## config.mk

```make
export PLATFORM = sky130hd
export DESIGN_NAME = sleep_mode_power_control
export DESIGN_NICKNAME = d
export VERILOG_FILES = /design/src/hw/sleep_ctrl_pkg.sv /design/src/hw/sleep_mode_power_control.sv
export SDC_FILE = /design/constraint.sdc
export NUM_CORES = 1
export LEC_CHECK = 0
export BUFFER_PORTS_ARGS = -buffer_cell sky130_fd_sc_hd__buf_4
export CORE_UTILIZATION = 38
export DETAILED_ROUTE_END_ITERATION = 10
export PLACE_DENSITY = 0.64
export SLEW_MARGIN = 20
export SYNTH_ARGS = -nofsm -noshare
export SYNTH_HDL_FRONTEND = slang
export SYNTH_SLANG_ARGS = --single-unit
```

## constraint.sdc

```tcl
create_clock -name clk_i -period 1.96 [get_ports clk_i]
set_clock_uncertainty 0.2 [all_clocks]
set_input_delay 0.098 -clock clk_i [delete_from_list [all_inputs] [get_ports clk_i]]
set_output_delay 0.098 -clock clk_i [all_outputs]
set_load 0.03 [all_outputs]
```

## src/hw/sleep_ctrl_pkg.sv

```systemverilog
package sleep_ctrl_pkg;

    // ------------------------------------------------------------
    // Mode encodings
    // ------------------------------------------------------------
    localparam logic [2:0] MODE_IDLE     = 3'h0;
    localparam logic [2:0] MODE_NOISE    = 3'h1;
    localparam logic [2:0] MODE_PDOWN    = 3'h2;
    localparam logic [2:0] MODE_PSAVE    = 3'h3;
    localparam logic [2:0] MODE_STANDBY  = 3'h6;
    localparam logic [2:0] MODE_XSTANDBY = 3'h7;

    // ------------------------------------------------------------
    // Peripheral clock stop bit positions
    // ------------------------------------------------------------
    localparam int PR_WIDTH   = 8;
    localparam int PR_CONV    = 0;
    localparam int PR_TIMER2  = 6;
    localparam int PR_TWOWIRE = 7;

    // ------------------------------------------------------------
    // Timing
    // ------------------------------------------------------------
    localparam int        CLK_MHZ          = 40;
    localparam int        XTAL_WAKE_CYCLES = 6;
    localparam int        IRQ_HALT_CYCLES  = 4;
    localparam int        CNT_W            = 16;
    localparam logic [15:0] TIMEOUT_DEFAULT = 16'h0040;

    typedef enum logic [2:0] {
        ST_RUN    = 3'b000,
        ST_SLEEP  = 3'b001,
        ST_START  = 3'b011,
        ST_HALT   = 3'b010,
        ST_RESUME = 3'b110
    } state_type;

    typedef struct packed {
        logic ext_reset;
        logic wdt_reset;
        logic wdt_irq;
        logic bod_reset;
        logic twi_match;
        logic level_irq;
        logic pin_change;
        logic timer2_ovf;
        logic timer2_cmp;
        logic other_irq;
    } wake_type;

    typedef struct packed {
        logic cpu;
        logic flash;
        logic io;
        logic conv;
        logic async;
        logic main_osc;
        logic timer_osc;
    } clocks_type;

endpackage : sleep_ctrl_pkg

```

## src/hw/sleep_mode_power_control.sv

```systemverilog
module sleep_mode_power_control
    import sleep_ctrl_pkg::*;
#(
    parameter logic [CNT_W-1:0] TIMEOUT_CYCLES = TIMEOUT_DEFAULT
)(
    input  wire logic                clk_i,
    input  wire logic                rstn_i,
    input  wire logic                ce_i,
    input  wire logic [2:0]          sleep_mode_select_i,
    input  wire logic                sleep_enable_bit_i,
    input  wire logic                sleep_instr_i,
    input  wire logic                xtal_option_i,
    input  wire logic                timer2_enabled_i,
    input  wire logic                timer2_async_i,
    input  wire logic [1:0]          timer2_interrupt_mask_i,
    input  wire logic                global_irq_enable_i,
    input  wire wake_type            wake_i,
    input  wire logic [PR_WIDTH-1:0] peripheral_clock_stop_register_i,
    input  wire logic                conv_enable_i,
    input  wire logic                comp_enable_i,
    input  wire logic                comp_uses_ref_i,
    input  wire logic                debug_enable_fuse_i,
    input  wire logic                wdt_enable_i,
    input  wire logic                bod_fuse_enable_i,
    output clocks_type               clocks_o,
    output logic [PR_WIDTH-1:0]      periph_clk_en_o,
    output logic                     conv_power_o,
    output logic                     conv_extended_o,
    output logic                     comp_power_o,
    output logic                     ref_power_o,
    output logic                     input_buf_en_o,
    output logic                     wake_pin_buf_en_o,
    output logic                     wdt_power_o,
    output logic                     bod_power_o,
    output logic                     sleeping_o,
    output logic                     irq_take_o,
    output logic                     reset_vector_o
);

    // ------------------------------------------------------------
    // Wake request capture
    // ------------------------------------------------------------
    state_type   state;
    logic [2:0]  mode;
    logic [CNT_W-1:0] count;
    logic        wake_any;
    logic        reset_wake;
    logic        t2_wake;
    logic        level_sync1;
    logic        level_sync2;
    logic        wake_sync1;
    logic        wake_sync2;
    logic        reset_sync1;
    logic        reset_sync2;
    logic        other_sync1;
    logic        other_sync2;
    logic        deep;
    logic        t2_mode;
    logic        conv_prev;

    assign deep    = (mode == MODE_PDOWN) || (mode == MODE_PSAVE)
                  || (mode == MODE_STANDBY) || (mode == MODE_XSTANDBY);
    assign t2_mode = (mode == MODE_PSAVE) || (mode == MODE_XSTANDBY);

    // Timer 2 events count only when their enable and the global enable are set
    assign t2_wake = global_irq_enable_i
                  && ((wake_i.timer2_ovf && timer2_interrupt_mask_i[0])
                   || (wake_i.timer2_cmp && timer2_interrupt_mask_i[1]));

    assign reset_wake = wake_i.ext_reset || wake_i.wdt_reset || wake_i.bod_reset;

    always_comb
    begin
        wake_any = reset_wake || wake_i.wdt_irq || wake_i.twi_match
                || wake_i.level_irq || wake_i.pin_change;
        if (t2_mode)
        begin
            wake_any = wake_any || t2_wake;
        end
        if (!deep)
        begin
            wake_any = wake_any || wake_i.other_irq || t2_wake;
        end
    end

    // Wake sources are asynchronous; two flops before the state machine
    always_ff @(posedge clk_i or negedge rstn_i)
    begin
        if (!rstn_i)
        begin
            wake_sync1  <= 1'b0;
            wake_sync2  <= 1'b0;
            reset_sync1 <= 1'b0;
            reset_sync2 <= 1'b0;
            other_sync1 <= 1'b0;
            other_sync2 <= 1'b0;
            level_sync1 <= 1'b0;
            level_sync2 <= 1'b0;
        end
        else if (ce_i)
        begin
            wake_sync1  <= wake_any;
            wake_sync2  <= wake_sync1;
            reset_sync1 <= reset_wake;
            reset_sync2 <= reset_sync1;
            level_sync1 <= wake_i.level_irq;
            level_sync2 <= level_sync1;
            // Sources besides the level request that keep an interrupt pending
            other_sync1 <= wake_i.pin_change || wake_i.twi_match
                        || wake_i.wdt_irq || t2_wake;
            other_sync2 <= other_sync1;
        end
    end

    // ------------------------------------------------------------
    // Sleep sequencer
    // ------------------------------------------------------------
    always_ff @(posedge clk_i or negedge rstn_i)
    begin
        if (!rstn_i)
        begin
            state          <= ST_RUN;
            mode           <= MODE_IDLE;
            count          <= '0;
            irq_take_o     <= 1'b0;
            reset_vector_o <= 1'b0;
        end
        else if (ce_i)
        begin
            irq_take_o     <= 1'b0;
            reset_vector_o <= 1'b0;
            case (state)
                ST_RUN:
                begin
                    if (sleep_instr_i && sleep_enable_bit_i)
                    begin
                        mode  <= sleep_mode_select_i;
                        state <= ST_SLEEP;
                    end
                end
                ST_SLEEP:
                begin
                    if (wake_sync2)
                    begin
                        state <= ST_START;
                        if ((mode == MODE_STANDBY || mode == MODE_XSTANDBY) && xtal_option_i)
                        begin
                            count <= CNT_W'(XTAL_WAKE_CYCLES - 1);
                        end
                        else if (deep)
                        begin
                            count <= TIMEOUT_CYCLES - 1'b1;
                        end
                        else
                        begin
                            count <= '0;
                        end
                    end
                end
                ST_START:
                begin
                    if (count == '0)
                    begin
                        if (reset_sync2)
                        begin
                            reset_vector_o <= 1'b1;
                            state          <= ST_RUN;
                        end
                        else
                        begin
                            count <= CNT_W'(IRQ_HALT_CYCLES - 1);
                            state <= ST_HALT;
                        end
                    end
                    else
                    begin
                        count <= count - 1'b1;
                    end
                end
                ST_HALT:
                begin
                    if (count == '0)
                    begin
                        state <= ST_RESUME;
                    end
                    else
                    begin
                        count <= count - 1'b1;
                    end
                end
                default:
                begin
                    // Level request gone after start-up, outside idle and with no other source pending: wake, no interrupt
                    irq_take_o <= !(mode != MODE_IDLE && !level_sync2
                                    && !other_sync2);
                    state      <= ST_RUN;
                end
            endcase
        end
    end

    assign sleeping_o = (state == ST_SLEEP);

    // ------------------------------------------------------------
    // Clock and power gating
    // ------------------------------------------------------------
    always_comb
    begin
        clocks_o = '{default: 1'b1};
        if (sleeping_o)
        begin
            clocks_o.cpu   = 1'b0;
            clocks_o.flash = 1'b0;
            if (mode == MODE_NOISE)
            begin
                clocks_o.io        = 1'b0;
                clocks_o.async     = timer2_async_i;
                clocks_o.timer_osc = timer2_async_i;
            end
            else if (deep)
            begin
                clocks_o.io        = 1'b0;
                clocks_o.conv      = 1'b0;
                clocks_o.async     = t2_mode && timer2_enabled_i;
                clocks_o.timer_osc = t2_mode && timer2_async_i;
                clocks_o.main_osc  = (mode == MODE_STANDBY)
                                  || (t2_mode && !timer2_async_i)
                                  || (mode == MODE_XSTANDBY);
            end
            if (debug_enable_fuse_i)
            begin
                clocks_o.main_osc = 1'b1;
            end
        end
    end

    // Gated peripheral clocks keep their state frozen while off
    assign periph_clk_en_o = ~peripheral_clock_stop_register_i;

    assign conv_power_o      = conv_enable_i;
    assign comp_power_o      = comp_enable_i && !(sleeping_o && deep);
    assign wdt_power_o       = wdt_enable_i;
    assign bod_power_o       = bod_fuse_enable_i;
    assign ref_power_o       = bod_fuse_enable_i || conv_enable_i
                            || (comp_enable_i && comp_uses_ref_i);
    assign input_buf_en_o    = !(sleeping_o && !clocks_o.io && !clocks_o.conv);
    assign wake_pin_buf_en_o = 1'b1;

    // Converter restart after power-off needs an extended conversion
    always_ff @(posedge clk_i or negedge rstn_i)
    begin
        if (!rstn_i)
        begin
            conv_prev       <= 1'b0;
            conv_extended_o <= 1'b1;
        end
        else if (ce_i)
        begin
            conv_prev <= conv_enable_i;
            if (conv_enable_i && !conv_prev)
            begin
                conv_extended_o <= 1'b1;
            end
            else if (conv_enable_i && clocks_o.conv)
            begin
                conv_extended_o <= 1'b0;
            end
        end
    end
endmodule : sleep_mode_power_control

```

==> key figures <==
Outcome
  – Status: finished with violations
  – Failing checks: negative setup slack

Logic synthesis
  – FF+latch count, synth: 34
  – Avg Inst Size Synth: 9.34 um^2
  – Async set-or-reset flop fraction in the synthesized netlist: 1.00
  – EDFF count, synth: 0
  – Main flop type after synthesis: dfrtp_1
  – Syn_nets: 272
  – Post-Synth Adder-Cell Area: 0.0116
  – Seq/Total Area, Yosys: 0.393
  – Synth Area in Simple Gates: 0.210
  – Post-Synth XOR/XNOR Area: 0.00809
  – Ranking of synthesized cells by area: dfrtp_1 38%, inv_1 3.3%, mux2_2 3.1%
  – Post-synthesis mux area share: 0.0520
  – Top cell type's share of synthesized area: 0.381
  – Yosys cell types: 65
  – Combinational family with the most area after synthesis: compound AO/OA/AOI/OAI gates
  – Yosys warns: 0
  – Mapped Area: 2170 um^2
  – Synth area leader: dfrtp_1
  – Synth Area in Compound Gates: 0.247
  – Post-synthesis cell count: 232

Timing
  – Final Max Slew Viols: 0
  – Final worst setup slack: -210 ps
  – Final setup vio count: 18
  – Minimum clock period: 2170 ps
  – Maximum clock frequency: 461 MHz
  – Period utilization: 1.11
  – RSZ-0062 raised after global routing: yes
  – Final Hold Viols: 0

Worst setup path
  – Reg-to-reg slack, setup: -110 ps
  – CP max-delay cell: or4_4
  – CP Cell Sequence: or3b_4, inv_8, nand2_8, or4_4, buf_6
  – R2r startpoint: count[5]$_DFFE_PN0P_
  – Worst path arrival time: 1870 ps
  – Req. time, crit path: 1660 ps
  – Worst path top cell family by delay: simple AND/OR/NAND/NOR gates
  – Crit-path max FO: 2
  – RR Endpoint: count[1]$_DFFE_PN0P_
  – CP Class: flop to output port
  – R2r worst-path depth: 6
  – Setup crit start kind: flop
  – CP endpoint kind: output port
  – Slowest stage delay, CP: 490 ps
  – WP buf/inv: 2

Floorplan
  – I/O pin cnt: 64
  – Starting Density: 0.393
  – Full die area: 6010 um^2
  – Die height: 77.5 um
  – Placeable Area: 5510 um^2
  – FP Rows: 27
  – Die Wd: 77.5 um

CTS
  – Num CTS Buffers: 5
  – Max Buffers Root-to-Sink: 2
  – Sink Count: 34
  – Reg clk slew, reported paths: 80 ps
  – CTS tree: built
  – Clock root buffer: clkbuf_8
  – H-Tree Depth: 2
  – Insertion delay to the later sink of the worst-skew pair: 290 ps

Min path
  – HP Class: input pin to flop
  – WHS Path Cells: 4
  – Min-delay src: timer2_interrupt_mask_i[1]
  – WHS Endpoint: other_sync1$_DFFE_PN0P_

GRT
  – Gr ovfl total: 0
  – First-pass GRT wire length: 10100 um
  – Largest net degree at the start of global routing: 35
  – Vias in the first global route: 2215
  – Gr usage total: 0.213
  – Initial antenna violation count: 0

Routing
  – Routed vias/inst: 5.30
  – Wire length per cell: 14.2 um
  – Routed Antenna Nets: 0
  – Remaining DRCs: 0
  – Initial DRC count: 128
  – First-pass iteration count of the detailed router: 4
  – Via count: 2261
  – DRT Wirelength: 6070 um

Pwr
  – Worst vdd ir: 0.000328 V
  – Leak: 1.62 nW
  – Final Power: 2.08 mW
  – Pwr dens: 582 nW/um^2

Finish
  – Fraction of layout cells with a size suffix above 1: 0.496
  – Fillers: 442
  – Commonest non-fill, non-tap cell in the layout: buf_4
  – Commonest non-fill, non-tap cells in the layout: 102 x buf_4, 33 x dfrtp_1, 19 x inv_1, 15 x nand2_1, 14 x dlygate4sd3_1
  – Number of diodes: 0
  – Finished Layout Cells: 427
  – Area Growth Syn to Fin: 64.8%
  – Nets@finish: 394

Placement
  – DP HPWL: 4300 um
  – I/O Buffers: 60
  – Dpl cells: 398
  – Final Wtd Congestion: 0.836

Flow run
  – Max Cap Viol: 0
-- layout make-up --
type	instances	area, um^2	share of cell area
clock buffer	5	68.8	0.0193
clock inverter	3	68.8	0.0193
inverter	20	82.6	0.0231
multi-input combinational	165	1370	0.383
sequential	34	852	0.239
tap	72	90.1	0.0252
timing repair buffer	128	1040	0.292
-- kinds of logic (layout without fill, tap and decap cells) --
family	count (synthesis)	in the layout
buf+inv	33	156
xor+xnor	2	2
simple gates	77	77
fa+ha+maj	2	2
flops	34	34
mux	10	10
other cells	1	1
compound gates	73	73
-- routing by layer --
layer,track usage,vias to the layer above,wire (um)
met3,0.0412,10,292
met4,0.0660,0,85
met5,0,-,0
met1,0.252,1085,2600
li1,-,1095,-
met2,0.383,71,3100
-- what timing repair did --
item / in CTS / in global routing
hold buffers: 14 / 0
setup endpoints to repair: 23 / 23
gates resized for setup: 32 / 14
cloned: 0 / 0
pin swaps: 17 / 8
setup buffers: 3 / 4
hold endpoints to repair: 45 / 0
-- metrics by stage --
step | hold slack (ps) | setup slack, ps | area, um^2 | setup TNS (ps) | utilization
final | 45.1 | -210 | 3570 | -1120 | 0.648
after global routing | 102 | -252 | 3570 | -2640 | 0.648
after CTS | 35.9 | -223 | 3460 | -1340 | 0.629
after detailed placement | -124 | -205 | 3010 | -2890 | 0.546
after global placement | -125 | -154 | 3010 | -2040 | 0.546
after floorplan | -398 | -131 | 2210 | -246 | -
-- registers in the layout, indices dropped and copies added, names as in the netlist --
| register | flops |
|---|---|
| reset_sync2 | 1 |
| level_sync2 | 1 |
| level_sync1 | 1 |
| other_sync2 | 1 |
| conv_prev | 1 |
| wake_sync2 | 1 |
| state | 3 |
| mode | 3 |
| wake_sync1 | 1 |
| reset_sync1 | 1 |
| irq_take_o | 1 |
| conv_extended_o | 1 |
| other_sync1 | 1 |
| count | 16 |
| reset_vector_o | 1 |
-- report_power, final --
part	switching, mW	leakage [nW]	internal, mW	total (mW)
Combinational	0.238	1.15	0.256	0.494
Clock	0.278	0.0683	0.510	0.788
Sequential	0.0398	0.401	0.754	0.794
-- cell usage after synthesis (all sizes together), types with 3 or more instances --
| cell type | instances |
|---|---|
| a211oi | 3 |
| a21o | 6 |
| a21oi | 11 |
| a31oi | 3 |
| and2 | 5 |
| buf | 12 |
| dfrtp | 33 |
| inv | 20 |
| mux2 | 7 |
| mux2i | 3 |
| nand2 | 17 |
| nand2b | 5 |
| nand3 | 12 |
| nor2 | 15 |
| nor2b | 4 |
| nor3 | 9 |
| nor4 | 4 |
| o2111ai | 3 |
| o21ai | 16 |
| o21bai | 3 |
| o221ai | 4 |
-- worst min-delay path: stages --
cell and delay, ps:
buf_4 80, a22oi_1 50, nor2b_1 140, o22a_1 150
-- how the worst max path moves through the flow --
stage                                startpoint               endpoint  cells past startpoint
after floorplan            state[1]$_DFFE_PN0P_            clocks_o[1]                      5
after global placement    count[11]$_DFFE_PN0P_   count[1]$_DFFE_PN0P_                      5
after detailed placement  count[11]$_DFFE_PN0P_  count[11]$_DFFE_PN0P_                      5
after CTS                  state[2]$_DFFE_PN0P_            clocks_o[1]                      5
after global routing       state[2]$_DFFE_PN0P_            clocks_o[1]                      5
final                      state[2]$_DFFE_PN0P_            clocks_o[1]                      5
Note: power is estimated with default switching activity, not from simulation.
